$ cat src/scb_pkg.sv
// Constants for the sync, transmit, clock-output and packet configuration bank.
// Assumes an 8-bit register port with hexadecimal register addresses.
package scb_pkg;

  // Register addresses
  localparam logic [7:0] SCB_ADDR_SYNC_DETECT = 8'h12;
  localparam logic [7:0] SCB_ADDR_SYNC_BYTE3  = 8'h16;
  localparam logic [7:0] SCB_ADDR_SYNC_BYTE2  = 8'h17;
  localparam logic [7:0] SCB_ADDR_SYNC_BYTE1  = 8'h18;
  localparam logic [7:0] SCB_ADDR_SYNC_BYTE0  = 8'h19;
  localparam logic [7:0] SCB_ADDR_TX_SET      = 8'h1A;
  localparam logic [7:0] SCB_ADDR_CLKOUT_SET  = 8'h1B;
  localparam logic [7:0] SCB_ADDR_CODING_LEN  = 8'h1C;
  localparam logic [7:0] SCB_ADDR_NODE        = 8'h1D;
  localparam logic [7:0] SCB_ADDR_PKT_FORMAT  = 8'h1E;
  localparam logic [7:0] SCB_ADDR_FIFO_CTRL   = 8'h1F;

  // Reset values
  localparam logic [7:0] SCB_RST_SYNC_DETECT = 8'h18;
  localparam logic [7:0] SCB_RST_SYNC_BYTE   = 8'h00;
  localparam logic [7:0] SCB_RST_TX_SET      = 8'h72;
  localparam logic [7:0] SCB_RST_CLKOUT_SET  = 8'hBC;
  localparam logic [7:0] SCB_RST_CODING_LEN  = 8'h00;
  localparam logic [7:0] SCB_RST_NODE        = 8'h00;
  localparam logic [7:0] SCB_RST_PKT_FORMAT  = 8'h48;
  localparam logic [7:0] SCB_RST_FIFO_CTRL   = 8'h00;

  // Field positions
  localparam int SCB_POS_SYNC_ON     = 5;
  localparam int SCB_POS_SYNC_SIZE   = 3;
  localparam int SCB_POS_SYNC_TOL    = 1;
  localparam int SCB_POS_INTERP      = 4;
  localparam int SCB_POS_POUT        = 1;
  localparam int SCB_POS_CLKOUT_ON   = 7;
  localparam int SCB_POS_CLKOUT_DIV  = 2;
  localparam int SCB_POS_MANCHESTER  = 7;
  localparam int SCB_POS_PAYLOAD     = 0;
  localparam int SCB_POS_PKT_VAR     = 7;
  localparam int SCB_POS_PREAMBLE    = 5;
  localparam int SCB_POS_WHITEN      = 4;
  localparam int SCB_POS_CRC_ON      = 3;
  localparam int SCB_POS_ADDR_FILT   = 1;
  localparam int SCB_POS_CRC_STATUS  = 0;
  localparam int SCB_POS_AUTOCLR_OFF = 7;
  localparam int SCB_POS_STBY_READ   = 6;

  // Sync length codes
  localparam logic [1:0] SCB_SYNC_8  = 2'h0;
  localparam logic [1:0] SCB_SYNC_32 = 2'h3;

  // Address filter modes
  typedef enum logic [1:0] {
    SCB_FILT_OFF   = 2'h0,
    SCB_FILT_NODE  = 2'h1,
    SCB_FILT_NODE0 = 2'h2,
    SCB_FILT_ALL3  = 2'h3
  } scb_filt_t;

  localparam logic [7:0] SCB_BCAST_ZERO = 8'h00;
  localparam logic [7:0] SCB_BCAST_ONES = 8'hFF;

endpackage : scb_pkg

$ cat src/scb_clkdiv.sv
// Clock output generator for the configuration bank.
// Assumes the system clock stands in for the crystal reference.
`timescale 1ns/100ps
`default_nettype none

module scb_clkdiv
  import scb_pkg::*;
#(
  parameter int DIV_W = 5
)
(
  // Clock and reset
  input  wire logic             clk,
  input  wire logic             rst,
  // Settings
  input  wire logic             enable,
  input  wire logic [DIV_W-1:0] divider,
  // Pin
  output var  logic             clk_out
);

  logic [DIV_W-1:0] cnt_q;
  logic             clk_out_q;

  // Half period of divider cycles gives reference over twice the field
  always_ff @(posedge clk)
  begin
    if (rst || !enable)
    begin
      cnt_q     <= '0;
      clk_out_q <= 1'b0; // Pin held low while disabled
    end
    else if (divider == '0)
    begin
      cnt_q     <= '0;
      clk_out_q <= ~clk_out_q; // Fastest a flop can go
    end
    else if (cnt_q >= divider - 1'b1)
    begin
      cnt_q     <= '0;
      clk_out_q <= ~clk_out_q;
    end
    else
    begin
      cnt_q <= cnt_q + 1'b1;
    end
  end

  assign clk_out = clk_out_q;

endmodule // scb_clkdiv

`default_nettype wire

$ cat src/scb_addr_filter.sv
// Receive address filter: compares a packet address with the node address.
// Assumes the address arrives as a one-cycle strobe with its byte.
`timescale 1ns/100ps
`default_nettype none

module scb_addr_filter
  import scb_pkg::*;
(
  // Clock and reset
  input  wire logic       clk,
  input  wire logic       rst,
  // Settings
  input  wire logic [1:0] mode,
  input  wire logic [7:0] node_addr,
  // Incoming address
  input  wire logic       addr_valid,
  input  wire logic [7:0] addr,
  // Verdict
  output var  logic       accept,
  output var  logic       reject
);

  logic hit;
  logic accept_q;
  logic reject_q;

  // Accept set grows with the mode code from 1 to 3; mode 0 accepts every address
  always_comb
  begin
    unique case (scb_filt_t'(mode))
      SCB_FILT_OFF:   hit = 1'b1;
      SCB_FILT_NODE:  hit = (addr == node_addr);
      SCB_FILT_NODE0: hit = (addr == node_addr) || (addr == SCB_BCAST_ZERO);
      SCB_FILT_ALL3:  hit = (addr == node_addr) || (addr == SCB_BCAST_ZERO)
                            || (addr == SCB_BCAST_ONES);
    endcase
  end

  // One-cycle verdict pulses
  always_ff @(posedge clk)
  begin
    if (rst)
    begin
      accept_q <= 1'b0;
      reject_q <= 1'b0;
    end
    else
    begin
      accept_q <= addr_valid && hit;
      reject_q <= addr_valid && !hit;
    end
  end

  assign accept = accept_q;
  assign reject = reject_q;

endmodule // scb_addr_filter

`default_nettype wire

$ cat src/scb_regbank.sv
// Configuration register bank: sync word, transmit, clock output and packet
// handler settings, reached over the device's register port.
// Assumes the serial port front end delivers decoded byte reads and writes.
`timescale 1ns/100ps
`default_nettype none

module scb_regbank
  import scb_pkg::*;
(
  // Clock and reset
  input  wire logic        CLK_SYS,
  input  wire logic        SYS_RST,
  // Register port
  input  wire logic        CFG_WR,
  input  wire logic        CFG_RD,
  input  wire logic [7:0]  CFG_ADDR,
  input  wire logic [7:0]  CFG_WDATA,
  output var  logic [7:0]  CFG_RDATA,
  output var  logic        CFG_RVALID,
  // Sync detector settings
  output var  logic        SYNC_ENABLE,
  output var  logic [1:0]  SYNC_TOLERANCE,
  output var  logic [31:0] SYNC_WORD,
  output var  logic [31:0] SYNC_MASK,
  // Transmit settings
  output var  logic [3:0]  TX_INTERP_CUTOFF,
  output var  logic [2:0]  TX_POWER,
  // Clock output pin
  output var  logic        CLK_OUT,
  // Packet handler settings
  output var  logic        MANCHESTER_EN,
  output var  logic        PKT_VARIABLE,
  output var  logic [6:0]  PAYLOAD_LEN,
  output var  logic [1:0]  PREAMBLE_SIZE,
  output var  logic        WHITEN_EN,
  output var  logic        CRC_EN,
  output var  logic        FIFO_STBY_READ,
  // Receive length check
  input  wire logic        RX_LEN_VALID,
  input  wire logic [6:0]  RX_LEN,
  output var  logic        RX_LEN_ERROR,
  // Address filter
  input  wire logic        RX_ADDR_VALID,
  input  wire logic [7:0]  RX_ADDR,
  output var  logic        ADDR_ACCEPT,
  output var  logic        ADDR_REJECT,
  // CRC result and FIFO clearing
  input  wire logic        CRC_DONE,
  input  wire logic        CRC_PASS,
  output var  logic        FIFO_CLEAR
);

  // Register storage
  logic [7:0]  sync_det_q;
  logic [7:0]  sync_b3_q;
  logic [7:0]  sync_b2_q;
  logic [7:0]  sync_b1_q;
  logic [7:0]  sync_b0_q;
  logic [7:0]  tx_set_q;
  logic [7:0]  clk_set_q;
  logic [7:0]  coding_q;
  logic [7:0]  node_q;
  logic [7:0]  pkt_fmt_q;
  logic [7:0]  fifo_ctl_q;
  logic        crc_stat_q;

  // Derived settings, registered to keep outputs flop driven
  logic [7:0]  rdata_q;
  logic        rvalid_q;
  logic [31:0] sync_mask_q;
  logic        len_err_q;
  logic        fifo_clr_q;
  logic [7:0]  rdata_d;
  logic [31:0] sync_mask_d;

  // Match the write strobe against one address
  function automatic logic wr_hit(input logic [7:0] a);
    return CFG_WR && (CFG_ADDR == a);
  endfunction

  // Sync group and word bytes
  always_ff @(posedge CLK_SYS)
  begin
    if (SYS_RST)
    begin
      sync_det_q <= SCB_RST_SYNC_DETECT;
      sync_b3_q  <= SCB_RST_SYNC_BYTE;
      sync_b2_q  <= SCB_RST_SYNC_BYTE;
      sync_b1_q  <= SCB_RST_SYNC_BYTE;
      sync_b0_q  <= SCB_RST_SYNC_BYTE;
    end
    else
    begin
      if (wr_hit(SCB_ADDR_SYNC_DETECT))
        sync_det_q <= CFG_WDATA;
      if (wr_hit(SCB_ADDR_SYNC_BYTE3))
        sync_b3_q <= CFG_WDATA;
      if (wr_hit(SCB_ADDR_SYNC_BYTE2))
        sync_b2_q <= CFG_WDATA;
      if (wr_hit(SCB_ADDR_SYNC_BYTE1))
        sync_b1_q <= CFG_WDATA;
      if (wr_hit(SCB_ADDR_SYNC_BYTE0))
        sync_b0_q <= CFG_WDATA;
    end
  end

  // Transmit and clock output settings
  always_ff @(posedge CLK_SYS)
  begin
    if (SYS_RST)
    begin
      tx_set_q  <= SCB_RST_TX_SET;
      clk_set_q <= SCB_RST_CLKOUT_SET;
    end
    else
    begin
      if (wr_hit(SCB_ADDR_TX_SET))
        tx_set_q <= CFG_WDATA;
      if (wr_hit(SCB_ADDR_CLKOUT_SET))
        clk_set_q <= CFG_WDATA;
    end
  end

  // Packet handler settings
  always_ff @(posedge CLK_SYS)
  begin
    if (SYS_RST)
    begin
      coding_q   <= SCB_RST_CODING_LEN;
      node_q     <= SCB_RST_NODE;
      pkt_fmt_q  <= SCB_RST_PKT_FORMAT;
      fifo_ctl_q <= SCB_RST_FIFO_CTRL;
    end
    else
    begin
      if (wr_hit(SCB_ADDR_CODING_LEN))
        coding_q <= CFG_WDATA;
      if (wr_hit(SCB_ADDR_NODE))
        node_q <= CFG_WDATA;
      // Status bit position is never stored from a write
      if (wr_hit(SCB_ADDR_PKT_FORMAT))
        pkt_fmt_q <= {CFG_WDATA[7:1], 1'b0};
      if (wr_hit(SCB_ADDR_FIFO_CTRL))
        fifo_ctl_q <= CFG_WDATA;
    end
  end

  // CRC result of the latest packet, held until the next one
  always_ff @(posedge CLK_SYS)
  begin
    if (SYS_RST)
      crc_stat_q <= 1'b0;
    else if (CRC_DONE)
      crc_stat_q <= CRC_PASS;
  end

  // Clear the FIFO on a failed check unless auto clear is off
  always_ff @(posedge CLK_SYS)
  begin
    if (SYS_RST)
      fifo_clr_q <= 1'b0;
    else
      fifo_clr_q <= CRC_DONE && !CRC_PASS && pkt_fmt_q[SCB_POS_CRC_ON]
                    && !fifo_ctl_q[SCB_POS_AUTOCLR_OFF];
  end

  // Received length against the limit; fixed format wants an exact match
  always_ff @(posedge CLK_SYS)
  begin
    if (SYS_RST)
      len_err_q <= 1'b0;
    else if (pkt_fmt_q[SCB_POS_PKT_VAR])
      len_err_q <= RX_LEN_VALID && (RX_LEN > coding_q[6:0]);
    else
      len_err_q <= RX_LEN_VALID && (RX_LEN != coding_q[6:0]);
  end

  // Bytes that take part in sync matching, first byte always
  always_comb
  begin
    sync_mask_d = 32'hFF00_0000;
    if (sync_det_q[SCB_POS_SYNC_SIZE +: 2] != SCB_SYNC_8)
      sync_mask_d[23:16] = 8'hFF;
    if (sync_det_q[SCB_POS_SYNC_SIZE + 1])
      sync_mask_d[15:8] = 8'hFF;
    if (sync_det_q[SCB_POS_SYNC_SIZE +: 2] == SCB_SYNC_32)
      sync_mask_d[7:0] = 8'hFF;
  end

  always_ff @(posedge CLK_SYS)
  begin
    if (SYS_RST)
      sync_mask_q <= 32'hFFFF_FFFF;
    else
      sync_mask_q <= sync_mask_d;
  end

  // Read multiplexer; unmapped addresses read as zero
  always_comb
  begin
    unique case (CFG_ADDR)
      SCB_ADDR_SYNC_DETECT: rdata_d = sync_det_q;
      SCB_ADDR_SYNC_BYTE3:  rdata_d = sync_b3_q;
      SCB_ADDR_SYNC_BYTE2:  rdata_d = sync_b2_q;
      SCB_ADDR_SYNC_BYTE1:  rdata_d = sync_b1_q;
      SCB_ADDR_SYNC_BYTE0:  rdata_d = sync_b0_q;
      SCB_ADDR_TX_SET:      rdata_d = tx_set_q;
      SCB_ADDR_CLKOUT_SET:  rdata_d = clk_set_q;
      SCB_ADDR_CODING_LEN:  rdata_d = coding_q;
      SCB_ADDR_NODE:        rdata_d = node_q;
      SCB_ADDR_PKT_FORMAT:  rdata_d = {pkt_fmt_q[7:1], crc_stat_q};
      SCB_ADDR_FIFO_CTRL:   rdata_d = fifo_ctl_q;
      default:              rdata_d = 8'h00;
    endcase
  end

  // Read data one cycle after the strobe
  always_ff @(posedge CLK_SYS)
  begin
    if (SYS_RST)
    begin
      rdata_q  <= 8'h00;
      rvalid_q <= 1'b0;
    end
    else
    begin
      rvalid_q <= CFG_RD;
      if (CFG_RD)
        rdata_q <= rdata_d;
    end
  end

  // Clock output pin
  scb_clkdiv #(
    .DIV_W   (5)
  ) u_clkdiv (
    .clk     (CLK_SYS),
    .rst     (SYS_RST),
    .enable  (clk_set_q[SCB_POS_CLKOUT_ON]),
    .divider (clk_set_q[SCB_POS_CLKOUT_DIV +: 5]),
    .clk_out (CLK_OUT)
  );

  // Receive address filtering against the node address
  scb_addr_filter u_filter (
    .clk        (CLK_SYS),
    .rst        (SYS_RST),
    .mode       (pkt_fmt_q[SCB_POS_ADDR_FILT +: 2]),
    .node_addr  (node_q),
    .addr_valid (RX_ADDR_VALID),
    .addr       (RX_ADDR),
    .accept     (ADDR_ACCEPT),
    .reject     (ADDR_REJECT)
  );

  // Outputs straight from the storage and derived-setting flops
  assign CFG_RDATA        = rdata_q;
  assign CFG_RVALID       = rvalid_q;
  assign SYNC_ENABLE      = sync_det_q[SCB_POS_SYNC_ON];
  assign SYNC_TOLERANCE   = sync_det_q[SCB_POS_SYNC_TOL +: 2];
  assign SYNC_WORD        = {sync_b3_q, sync_b2_q, sync_b1_q, sync_b0_q};
  assign SYNC_MASK        = sync_mask_q;
  assign TX_INTERP_CUTOFF = tx_set_q[SCB_POS_INTERP +: 4];
  assign TX_POWER         = tx_set_q[SCB_POS_POUT +: 3];
  assign MANCHESTER_EN    = coding_q[SCB_POS_MANCHESTER];
  assign PAYLOAD_LEN      = coding_q[SCB_POS_PAYLOAD +: 7];
  assign PKT_VARIABLE     = pkt_fmt_q[SCB_POS_PKT_VAR];
  assign PREAMBLE_SIZE    = pkt_fmt_q[SCB_POS_PREAMBLE +: 2];
  assign WHITEN_EN        = pkt_fmt_q[SCB_POS_WHITEN];
  assign CRC_EN           = pkt_fmt_q[SCB_POS_CRC_ON];
  assign FIFO_STBY_READ   = fifo_ctl_q[SCB_POS_STBY_READ];
  assign RX_LEN_ERROR     = len_err_q;
  assign FIFO_CLEAR       = fifo_clr_q;

endmodule // scb_regbank

`default_nettype wire

$ cat config.mk
export PLATFORM = sky130hd
export DESIGN_NAME = scb_regbank
export DESIGN_NICKNAME = d
export VERILOG_FILES = /design/src/scb_pkg.sv /design/src/scb_clkdiv.sv /design/src/scb_addr_filter.sv /design/src/scb_regbank.sv
export SDC_FILE = /design/constraint.sdc
export NUM_CORES = 1
export LEC_CHECK = 0
export ABC_AREA = 1
export BUFFER_PORTS_ARGS = -buffer_cell sky130_fd_sc_hd__buf_2
export CORE_AREA = 4 4 148 150
export DETAILED_ROUTE_END_ITERATION = 8
export DIE_AREA = 0 0 152 154
export PLACE_DENSITY_LB_ADDON = 0.25
export SLEW_MARGIN = 20
export SYNTH_ARGS = -nofsm -noshare
export SYNTH_HDL_FRONTEND = slang
export SYNTH_SLANG_ARGS = --single-unit
$ cat constraint.sdc
create_clock -name CLK_SYS -period 1.81 [get_ports CLK_SYS]
set_input_delay 0.0905 -clock CLK_SYS [delete_from_list [all_inputs] [get_ports CLK_SYS]]
set_output_delay 0.0905 -clock CLK_SYS [all_outputs]
set_load 0.02 [all_outputs]
# Word-level counts from Yosys, hierarchy flattened
# Cells that the tools add are included.
[word_totals]
ff_bits = 139
out_inout_bits = 102
[classes]
addsub = 2
order_cmp = 2
n_eq_ne = 18
muxes = 8
bitwise = 1
reduce_logical = 31
[ops]
columns = ["op", "count"]
rows = [
  ["8-bit by 5-bit equality test with 1-bit output, second input constant", 11],
  ["8-bit case mux with 11 select lines", 1],
  ["8-bit 2-to-1 mux", 3],
  ["1-bit logical AND", 18],
  ["8-bit equality test", 1],
  ["8-bit equality test, second input constant", 1],
  ["8-bit logical NOT", 1],
  ["7-bit greater-than comparator", 1],
  ["7-bit inequality test", 1],
  ["2-bit equality test, second input constant", 3],
  ["5-bit by 1-bit adder with 5-bit output, second input constant", 1],
  ["5-bit >= comparator", 1],
  ["5-bit logical NOT", 1],
  ["5-bit by 1-bit subtractor with 5-bit output, second input constant", 1],
  ["1-bit logical NOT", 4],
  ["1-bit case mux with 4 select lines", 1],
  ["2-bit nonzero test", 2],
  ["1-bit logical OR", 3],
  ["1-bit 2-to-1 mux", 3],
  ["3-bit OR reduction", 1],
  ["2-bit by 1-bit equality test with 1-bit output, second input constant", 1],
  ["2-bit logical NOT", 1],
  ["1-bit inverter", 1],
]

# Longest topological paths before layout
# Gate-level depths: netlist of the first run.
[logic_depth]
ltp_word = 6
mapped_depth = 14

# Cells and area by module
# A second synthesis of the first run with hierarchy kept.
[unflattened]
hier_cells = 811
area_unflattened_um2 = 5854.4
[modules_own_cells]
columns = ["mod", "n_inst", "cells_each", "area_each_um2", "seq_area_each_um2"]
rows = [
  ["scb_regbank", 1, 707, 5172.5, 2042.0],
  ["scb_clkdiv", 1, 58, 430.4, 120.1],
  ["scb_addr_filter", 1, 46, 251.5, 40.0],
]

# Worst setup path after synthesis of the first run
# No wires, ideal clock.
[synth_path]
path_kind = "flip-flop to flip-flop"
start = "register clk_set_q[2]"
end = "register u_clkdiv.cnt_q[2]"
t_arrival_ns = 1.776
t_required_ns = 1.732
slack_ns = -0.044
path_stages_with_launch = 13
path_buffers = 0
cell_sequence = "dfxtp_1 inv_1 ha_1 nand2_1 nand2_1 nand2_1 inv_1 ha_1 a21oi_1 o21a_1 nand4_1 nand2b_1 nor3_1"
[synth_between]
elab_chain_cells = 3
elab_cells_between_ends = 4
cone_classes = "1 x add/sub; 1 x order compare; 2 x reduce/logical"
[synth_lines]
columns = ["element", "line_no", "text"]
rows = [
  ["start: declaration", "scb_regbank.sv:60", "logic [7:0] clk_set_q;"],
  ["start signal: assignment", "scb_regbank.sv:113", "clk_set_q <= SCB_RST_CLKOUT_SET;"],
  ["start signal: assignment", "scb_regbank.sv:120", "clk_set_q <= CFG_WDATA;"],
  ["5-bit by 1-bit subtractor with 5-bit output", "scb_clkdiv.sv:38", "else if (cnt_q >= divider - 1'b1)"],
  ["5-bit >= comparator", "scb_clkdiv.sv:38", ""],
  ["3-bit OR reduction (no source line) (*)", "--", ""],
  ["end signal: assignment", "scb_clkdiv.sv:45", "cnt_q <= cnt_q + 1'b1;"],
  ["end: declaration", "scb_clkdiv.sv:22", "logic [DIV_W-1:0] cnt_q;"],
]
# Mark *: on every way between the ends. The rest lies on a longest branch, timed or not.
# A chain may end at the register's enable or synchronous reset.

# Final worst setup path of the first run
# Same ends and word-level chain as after synthesis.

==> impl_results.md, run 1 <==
* Async SR Flop Fraction at 0
* CTS root buf: clkbuf_16
* Main combinational cell family by area after synthesis: simple AND/OR/NAND/NOR gates
* Share of cells above drive strength 1 at 0.244
* Cts bufs inserted at 9
* Area fraction of the dominant cell type after synthesis at 0.386
* Initial antenna violation count at 0
* Grt ovf at 0
* Final cell count without fillers at between 1000 and 1500
* IO Pins at 141
* CTS max path bufs at 2
* DRC at 0
* Min-Delay Startpoint: CFG_RD
* CTS H-tree depth at 3
* Most area-hungry cell type in the Yosys netlist: dfxtp_1
* Clock Pin Slew Worst Setup and Hold Paths at 0.07 ns
* Avg WL per Cell at 15.4 um
* Largest stage delay on the critical path at 0.33 ns
* Synth Area in Adders at 0.0307
* Syn_area_per_cell at 7.15 um^2
* Final Hold Fails at 0
* Worst clock skew at just over 0.007 ns
* CP arrival at roughly 2.1 ns
* Setup CP Type: flop to flop
* Final Slew Violations at 0
* Status: finished clean
* WHS at 0.0573 ns
* Sequential area share after synthesis at 0.386
* Min Tclk post-route at between 1.5 and 2 ns
* Die height at ~150 um
* DR iter-0 viols at 295
* Synth cell types at 34
* Rows at 53
* Synth top area cells: dfxtp_1 (39%), nand3_1 (9.1%), a21oi_1 (7.3%), nand2_1 (7.1%), inv_1 (6.6%)
* CTS tree: yes
* Clock Sinks at 110
* Post-synthesis xor/xnor area fraction at 0.0123
* Inst Count DP at 1150
* Post-synth EDFFs at 0
* Maxcap violations at 0
* Pwr Density at 732 nW/um^2
* WL final at 18000 um
* First-pass DRT Iterations at 4
* DP HPWL at 13200 um
* Reg2Reg Launch Point: clk_set_q[2]
* Synthesized cell area at 5710 um^2
* Crit path cell chain: inv_2, ha_4, nand2_2, nor2_1, inv_1, nand2_2, inv_2, ha_4, a21oi_2, o21a_1, nand4_1, nand2b_4, nor3_2
* Maximum vdd drop at between 0.4 and 0.5 mV
* Hold Crit Class: primary input to flop
* Area growth syn-to-layout at 20.1%
* Global-route usage over all layers at 0.152
* Final setup viols at 0
* Ys flop type: dfxtp_1
* Nets at 943
* Die W at roughly 150 um
* Synth Register Bits at between 100 and 150
* Input/output buffers at about 130
* Vias in the first global route at around 4900
* Crit path from: clk_set_q[2]
* Die Footprint at 23400 um^2
* Clock Latency Late Sink at 0.36 ns
* Global placer's final weighted congestion at roughly 0.8
* Via density at 4.44
* Routed Antenna Nets at 0
* Unrepaired setup endpoints after global routing: true
* Core ar. at 20700 um^2
* Routed vias at 5197
* Worst-path maximum fanout at 5
* Tcrit/Tclk final at 0.987
* Simple-gate share of the synthesized area at 0.250
* First-pass GRT wire length at 27900 um
* Post-synthesis mux area share at 0
* CP startpoint kind: flop
* Post-synthesis cell count at 799
* Critical Path Slowest Stage Cell: dfxtp_2
* F_max at 0.560 GHz
* WP data required at 2.10 ns
* Crit end category: flop
* Starting Density at 0.276
* Synth Area in Compound Gates at 0.168
* YS warnings at 0
* P_leak at 2.97 nW
* Largest net degree at the start of global routing at 52
* Antenna diodes at 0
[layer usage]
metal  track usage  part of all wire  up-vias
met2         0.251              0.47      135
met4        0.0424             0.018        0
met3        0.0318             0.054       20
li1              -                 -     2758
met5             0                 0        -
met1         0.200              0.46     2284
[flip-flops by register name, summed over array words and instances (netlist names), 3 cells and up]
register and flops:
node_q 8, sync_b1_q 8, sync_det_q 8, pkt_fmt_q 7, sync_b3_q 8, coding_q 8
tx_set_q 8, CFG_RDATA 8, fifo_ctl_q 8, sync_b0_q 8, SYNC_MASK 3, clk_set_q 8
sync_b2_q 8, u_clkdiv.cnt_q 5
[area by class of cell]
| cell class | count | area, um^2 |
|---|---|---|
| fill | 2277 | 13800 |
| multi-input combinational | 514 | 2750 |
| sequential | 110 | 2200 |
| timing repair buffer | 152 | 850 |
| inverter | 103 | 387 |
| tap | 275 | 344 |
| clock buffer | 10 | 239 |
| clock inverter | 6 | 83.8 |
[cell families (layout without fill, tap and decap cells)]
group                    count (synthesis)  after routing
other                                    1              8
AO/OA/AOI/OAI                          181            181
buffers and inverters                  182            271
AND/OR/NAND/NOR                        303            303
adder cells (fa/ha/maj)                 14             14
flip-flops                             110            110
XOR/XNOR                                 8              8
[metrics by stage]
step	cell area [um^2]	setup TNS, ns	worst slack [ns]	power (mW)	util
after floorplan	5750	0	0.00234	2.75	-
after global placement	6410	-0.324	-0.0948	2.88	0.310
after detailed placement	6410	-0.636	-0.149	2.88	0.310
after CTS	6830	-0.0258	-0.0194	5.08	0.330
after global routing	6860	-0.575	-0.109	5.23	0.332
final	6860	0	0.0244	5.02	0.332
[cells in the mapped netlist, types with 2 or more instances]
cell type  count
nor4_1         2
o21ai_0       74
a21oi_1       83
nand2_1      108
clkinv_1       2
a21oi_2        8
ha_1          14
inv_1        100
nand2_2        4
nand3_2        6
nand3_1      104
nor2_4         6
xnor2_1        5
o211ai_1       8
clkbuf_1      14
nand4_1        6
buf_2         17
o21ai_1        6
dfxtp_1      110
xor2_1         3
nor2_2         6
buf_4         43
buf_1          4
nor2_1        53
nor3_1         4
[report_power, final]
part	internal (mW)	switching, mW
logic	0.113	0.271
clock network	1.25	0.940
registers	2.43	0.0128
[worst paths after layout]
kind                                           to  slack (ns)  cells past startpoint
worst min register to register      fifo_ctl_q[1]        0.45                      2
worst max register to register  u_clkdiv.cnt_q[2]        0.02                     13
worst min-delay path                 CFG_RDATA[1]        0.06                      3
worst max-delay path            u_clkdiv.cnt_q[2]        0.02                     13
[layout by cell type (no fill, tap or decap), drive strengths merged, types with 10 or more instances in the layout]
cell type / netlist / final
nand2: 112 / 112
inv: 101 / 103
dfxtp: 110 / 110
buf: 65 / 148
clkbuf: 14 / 10
nand3: 111 / 111
nor2: 65 / 65
o21ai: 80 / 80
a21oi: 91 / 91
ha: 14 / 14
[what timing repair did]
item | in CTS | in global routing
buffers inserted | 0 | 0
pin swaps | 0 | 3
hold endpoints to repair | 4 | 0
endpoints found under the setup margin | 6 | 6
resized for setup | 12 | 8
hold buffers | 4 | 0
[critical path, delay by kind of cell (launching register included)]
family	cells	cell delay [ns]
simple gates	6	0.61
fa+ha+maj	2	0.37
flops	1	0.33
compound gates	2	0.24
buf+inv	3	0.17
(Power assumes the default switching activity.)
==> run 2: changes to the inputs <==
--- a/config.mk
+++ b/config.mk
@@ -11,6 +11,7 @@
 export DETAILED_ROUTE_END_ITERATION = 8
 export DIE_AREA = 0 0 152 154
 export PLACE_DENSITY_LB_ADDON = 0.25
+export RECOVER_POWER = 50
 export SLEW_MARGIN = 20
 export SYNTH_ARGS = -nofsm -noshare
 export SYNTH_HDL_FRONTEND = slang
==> constraint.sdc (replaced) <==
create_clock -name CLK_SYS -period 2.1 [get_ports CLK_SYS]
set_input_delay 0.105 -clock CLK_SYS [delete_from_list [all_inputs] [get_ports CLK_SYS]]
set_output_delay 0.105 -clock CLK_SYS [all_outputs]
set_load 0.02 [all_outputs]
==> impl_results.md, run 2 (synthesis gave the netlist of run 1 again) <==
* Maxcap violations at 0 (unchanged)
* Reg2Reg Launch Point: clk_set_q[3]
* Fin area at 6560 um^2 (-4.3%)
* Worst clock skew at 0.0105 ns (+0.00332 ns)
* Via density at 4.49 (+1.1%)
* Uppermost layer routed: met4
* Worst-path maximum fanout at 5 (unchanged)
* Die Footprint at 23400 um^2 (unchanged)
* IO Pins at 141 (unchanged)
* WHS at 0.00242 ns (-0.0549 ns)
* Pwr Density at 625 nW/um^2 (-15%)
* Routed vias at 5205 (+0.15%)
* Clock Pin Slew Worst Setup and Hold Paths at 0.08 ns (about the same)
* Max_slew headroom at 0.422
* Cts bufs inserted at 9 (unchanged)
* DRC at 0 (unchanged)
* Design Power at 4.10 mW (-18%)
* CTS H-tree depth at 3 (unchanged)
* Die height at 154 um (unchanged)
* Rows at 53 (unchanged)
* CTS max path bufs at 2 (unchanged)
* Internal power at 3.03 mW (-20%)
* Global-route usage over all layers at 0.150 (-0.00103)
* Commonest cells after routing, fill and taps aside: dfxtp_1 (108), nand2_1 (107), nand3_1 (104)
* Area growth syn-to-layout at 14.9%
* M1 WL at 8790 um (+5.4%)
* Fin util at 0.317 (-0.0143)
* Min Tclk post-route at 1.88 ns (+0.0914 ns)
* Sw Ratio at 0.262 (+0.0180)
* Hold Crit Class: primary input to flop
* Share of cells above drive strength 1 at 0.123 (-0.120)
* Die W at 152 um (unchanged)
* Clk pwr share at 0.407 (-0.029)
* Status: finished clean
* Antenna diodes at 0 (unchanged)
* Final Slew Violations at 0 (unchanged)
* Slew @ Worst Pin at just under 0.9 ns
* Clock Latency Late Sink at 0.36 ns (about the same)
* Routed Antenna Nets at 0 (unchanged)
* Largest net degree at the start of global routing at 86 (+65%)
* Nets at 932 (-1.2%)
* CP arrival at 2.16 ns (+0.08 ns)
* DR iter-0 viols at 376 (+27%)
* Grt ovf at 0 (unchanged)
* P_leak at 2.56 nW (-14%)
* First-pass DRT Iterations at 5 (+1)
* Tcrit/Tclk final at 0.894 (-0.0927)
* Seq pwr share at 0.514 (+0.027)
* Clock Sinks at 110 (unchanged)
* Vias in the first global route at 4835 (-2.1%)
* Comb pwr share at 0.079 (+0.003)
* Maximum vdd drop at 0.345 mV (-18%)
* Final Hold Fails at 0 (unchanged)
* TNS Setup at 0 ns (unchanged)
* Final setup viols at 0 (unchanged)
* Initial antenna violation count at 0 (unchanged)
* Dpl cell area at 6320 um^2 (-1.4%)
* Unrepaired setup endpoints after global routing: false
* DP HPWL at 13100 um (-0.43%)
* Inst Count DP at 1139 (-0.96%)
* DR WL met3 at 882 um (-8.5%)
* F_max at 0.533 GHz (-4.9%)
* Global placer's final weighted congestion at 0.823 (+2.9%)
* Avg WL per Cell at 15.7 um (+2.0%)
* Crit end category: flop
* Crit path from: clk_set_q[3]
* Place WS at 0.0320 ns (+0.181 ns)
* Psw at 1.07 mW (-12%)
* Min-Delay Startpoint: CRC_PASS
* Final worst slack at 0.223 ns (+0.199 ns)
* WL final at 18200 um (+1.0%)
* Most common cell after layout, fill and taps aside: dfxtp_1
* CTS root buf: clkbuf_16
* First-pass GRT wire length at 27800 um (-0.20%)
* Starting Density at 0.276 (unchanged)
* Setup CP Type: flop to flop
* WP data required at 2.38 ns (+0.28 ns)
* Final cell count without fillers at 1159 (-0.94%)
* Core ar. at 20700 um^2 (unchanged)
* Met2 routed WL at 8260 um (-1.3%)
* CP startpoint kind: flop
* CTS tree: yes
* Input/output buffers at 132 (unchanged)
==> run 2: cell count changes in the layout (fill, tap and decap cells not counted), sizes merged <==
cell	previous run	this run
buf	148	46
bufinv	2	0
clkbuf	10	103
clkinv	4	3
clkinvlp	0	2
dlygate4sd3	4	3
==> run 2: power groups by stage <==
stage,clock (mW),combinational (mW),sequential [mW]
floorplan,0,0.203,2.16
global placement,0,0.320,2.16
detailed placement,0,0.320,2.16
CTS,1.71,0.326,2.11
global route,1.79,0.363,2.11
finish,1.67,0.323,2.11
==> run 2: per-layer routing <==
metal	global-route usage	vias up
met1	0.210	2314
met2	0.243	144
met3	0.0307	17
met5	0	-
li1	-	2730
met4	0.0291	0
==> run 2: area by class of cell <==
cell class | count | area (um^2)
clock buffer | 11 | 243
clock inverter | 5 | 33.8
fill | 2327 | 14100
inverter | 103 | 387
multi-input combinational | 514 | 2720
sequential | 110 | 2200
tap | 275 | 344
timing repair buffer | 141 | 636
==> run 2: final timing paths <==
check	slack, ns	cells after the start	endpoint
setup / recovery	0.22	10	u_clkdiv.cnt_q[2]
hold / removal	0.002	3	crc_stat_q
setup reg to reg	0.22	10	u_clkdiv.cnt_q[2]
hold reg to reg	0.45	2	tx_set_q[0]
==> run 2: worst max-delay path, cell delays in order (launching register included) <==
cell	delay, ns
dfxtp_2	0.33
buf_4	0.13
nor3_1	0.21
xnor2_1	0.17
ha_1	0.28
nand2_1	0.10
inv_1	0.04
nand4_1	0.06
nand4_1	0.14
nand2b_4	0.20
nor3_2	0.17
==> run 2: repair_timing <==
item                                    4_1_cts  5_1_grt
endpoints found under the setup margin        0        6
hold buffers                                  3        0
resized for setup                             0       14
endpoints found under the hold margin         4        0
setup buffers                                 0        1
==> run 3: changes to the inputs <==
--- a/config.mk
+++ b/config.mk
@@ -12,6 +12,7 @@
 export DIE_AREA = 0 0 152 154
 export PLACE_DENSITY_LB_ADDON = 0.25
 export RECOVER_POWER = 50
+export REMOVE_ABC_BUFFERS = 1
 export SLEW_MARGIN = 20
 export SYNTH_ARGS = -nofsm -noshare
 export SYNTH_HDL_FRONTEND = slang
==> constraint.sdc (replaced) <==
create_clock -name CLK_SYS -period 2.1 [get_ports CLK_SYS]
set_input_delay 0.105 -clock CLK_SYS [delete_from_list [all_inputs] [get_ports CLK_SYS]]
set_output_delay 0.105 -clock CLK_SYS [all_outputs]
set_load 0.05 [all_outputs]
==> impl_results.md, run 3 (synthesis gave the netlist of run 1 again) <==
* CTS tree: yes
* Maximum vdd drop at 0.310 mV (-10%)
* Largest stage delay on the critical path at 0.37 ns (+0.04 ns)
* Comb pwr share at 0.087 (+0.008)
* Final setup viols at 0 (unchanged)
* Status: finished clean
* IO Pins at 141 (unchanged)
* DR iter-0 viols at 433 (+15%)
* Global-route usage over all layers at 0.152 (+0.00153)
* Sw Ratio at 0.271 (+0.00919)
* Min Tclk post-route at 1.90 ns (+0.0198 ns)
* Cts bufs inserted at 9 (unchanged)
* Largest net degree at the start of global routing at 80 (-7.0%)
* Critical Path Slowest Stage Cell: dfxtp_1
* WL final at 18000 um (-1.2%)
* Vias in the first global route at 4917 (+1.7%)
* P_leak at 2.60 nW (+1.3%)
* Delay-heaviest family, CP: simple AND/OR/NAND/NOR gates
* Global placer's final weighted congestion at 0.818 (-0.52%)
* Maxcap violations at 0 (unchanged)
* Seq pwr share at 0.507 (-0.007)
* CP arrival at 2.18 ns (+0.02 ns)
* Inst Count DP at 1140 (+0.088%)
* Worst-path maximum fanout at 5 (unchanged)
* Clk pwr share at 0.407 (about the same)
* Final cell count without fillers at 1160 (+0.086%)
* Area growth syn-to-layout at 14.8% (about the same)
* Die Footprint at 23400 um^2 (unchanged)
* Clock Sinks at 110 (unchanged)
* Core ar. at 20700 um^2 (unchanged)
* DP HPWL at 13000 um (-0.93%)
* Initial antenna violation count at 0 (unchanged)
* Clock Latency Late Sink at 0.36 ns (about the same)
* CTS root buf: clkbuf_16
* Hold Crit Class: primary input to flop
* Starting Density at 0.276 (unchanged)
* Most frequent CP cell: inv_1
* First-pass GRT wire length at 28300 um (+1.6%)
* Buf+Inv Stages, Crit Path at 3 (+1)
* Antenna diodes at 0 (unchanged)
* Slew @ Worst Pin at 0.675 ns (-0.193 ns)
* Final Hold Fails at 0 (unchanged)
* Unrepaired setup endpoints after global routing: false
* Setup CP Type: flop to flop
* Worst clock skew at 0.00945 ns (-0.00105 ns)
* Clock Pin Slew Worst Setup and Hold Paths at 0.07 ns (about the same)
* Die height at 154 um (unchanged)
* Crit end category: flop
* Max_slew headroom at 0.552 (+0.130)
* Via density at 4.48 (-0.24%)
* Die W at 152 um (unchanged)
* Nets at 933 (+0.11%)
* F_max at 0.527 GHz (-1.0%)
* Avg WL per Cell at 15.5 um (-1.3%)
* Tcrit/Tclk final at 0.903 (+0.00943)
* Internal power at 3.04 mW (+0.22%)
* Psw at 1.13 mW (+5.1%)
* Crit path cell chain: inv_1, ha_2, nand2_1, nor2_1, inv_1, nand2_1, inv_1, ha_4, a21oi_2, o21a_1, nand4_1, nand2b_4, nor3_2
* Grt ovf at 0 (unchanged)
* Pwr Density at 635 nW/um^2 (+1.6%)
* Routed vias at 5197 (-0.15%)
* CTS max path bufs at 2 (unchanged)
* WP data required at 2.38 ns (about the same)
* Most common cell after layout, fill and taps aside: dfxtp_1
* First-pass DRT Iterations at 5 (unchanged)
* Design Power at 4.16 mW (+1.5%)
* Share of cells above drive strength 1 at 0.125 (+0.00212)
* TNS Setup at 0 ns (unchanged)
* Rows at 53 (unchanged)
* Commonest cells after routing, fill and taps aside: dfxtp_1 (110), nand2_1 (108), nand3_1 (105)
* DRC at 0 (unchanged)
* Final Slew Violations at 0 (unchanged)
* Routed Antenna Nets at 0 (unchanged)
* CTS H-tree depth at 3 (unchanged)
* Input/output buffers at 132 (unchanged)
* CP startpoint kind: flop
-- run 3: cell type report --
| cell class | instances | area (um^2) |
|---|---|---|
| tap | 275 | 344 |
| clock inverter | 6 | 43.8 |
| inverter | 103 | 387 |
| fill | 2316 | 14100 |
| multi-input combinational | 514 | 2690 |
| timing repair buffer | 142 | 656 |
| sequential | 110 | 2200 |
| clock buffer | 10 | 239 |
-- run 3: worst paths after layout --
path | from | endpoint | slack (ns) | depth (start not counted)
hold reg to reg | clk_set_q[0] | clk_set_q[0] | 0.45 | 2
setup reg to reg | clk_set_q[2] | u_clkdiv.cnt_q[2] | 0.20 | 13
setup / recovery | clk_set_q[2] | u_clkdiv.cnt_q[2] | 0.20 | 13
hold / removal | CRC_DONE | FIFO_CLEAR | 0.08 | 5
-- run 3: per-stage QoR --
| stage | setup WS [ns] | utilization | cell area, um^2 | hold slack, ns |
|---|---|---|---|---|
| 3_3_place_gp | 0.0779 | 0.305 | 6320 | 0.357 |
| 3_5_place_dp | 0.0646 | 0.305 | 6320 | 0.355 |
| 6_report | 0.203 | 0.317 | 6560 | 0.0757 |
| 4_1_cts | 0.0290 | 0.321 | 6640 | 0.0655 |
| 2_1_floorplan | -1.17 | - | 5250 | 0.167 |
| 5_1_grt | 0.0214 | 0.317 | 6560 | 0.0895 |
-- run 3: timing repair --
| item | in CTS | in global routing |
|---|---|---|
| gates resized for setup | 0 | 6 |
| endpoints found under the hold margin | 5 | 0 |
| hold buffers | 4 | 0 |
| buffers inserted | 0 | 0 |
| setup endpoints to repair | 0 | 6 |
-- run 3: worst reg2reg max path: cells and delay by family (launching register included) --
kind	cells	cell delay [ns]
compound gates	2	0.23
fa+ha+maj	2	0.40
buf+inv	3	0.24
flops	1	0.37
simple gates	6	0.59
-- run 3: power by group through the flow --
stage	clock network (mW)	logic, mW	registers, mW
3_3_place_gp	0	0.355	2.16
4_1_cts	1.73	0.364	2.11
2_1_floorplan	0	0.173	2.18
5_1_grt	1.82	0.399	2.11
3_5_place_dp	0	0.358	2.16
6_report	1.69	0.360	2.11
-- run 3: routing by layer --
metal / GRT usage / routed length [um]
met1: 0.219 / 8980
met5: 0 / 0
met2: 0.236 / 7940
met3: 0.0290 / 845
met4: 0.0347 / 186
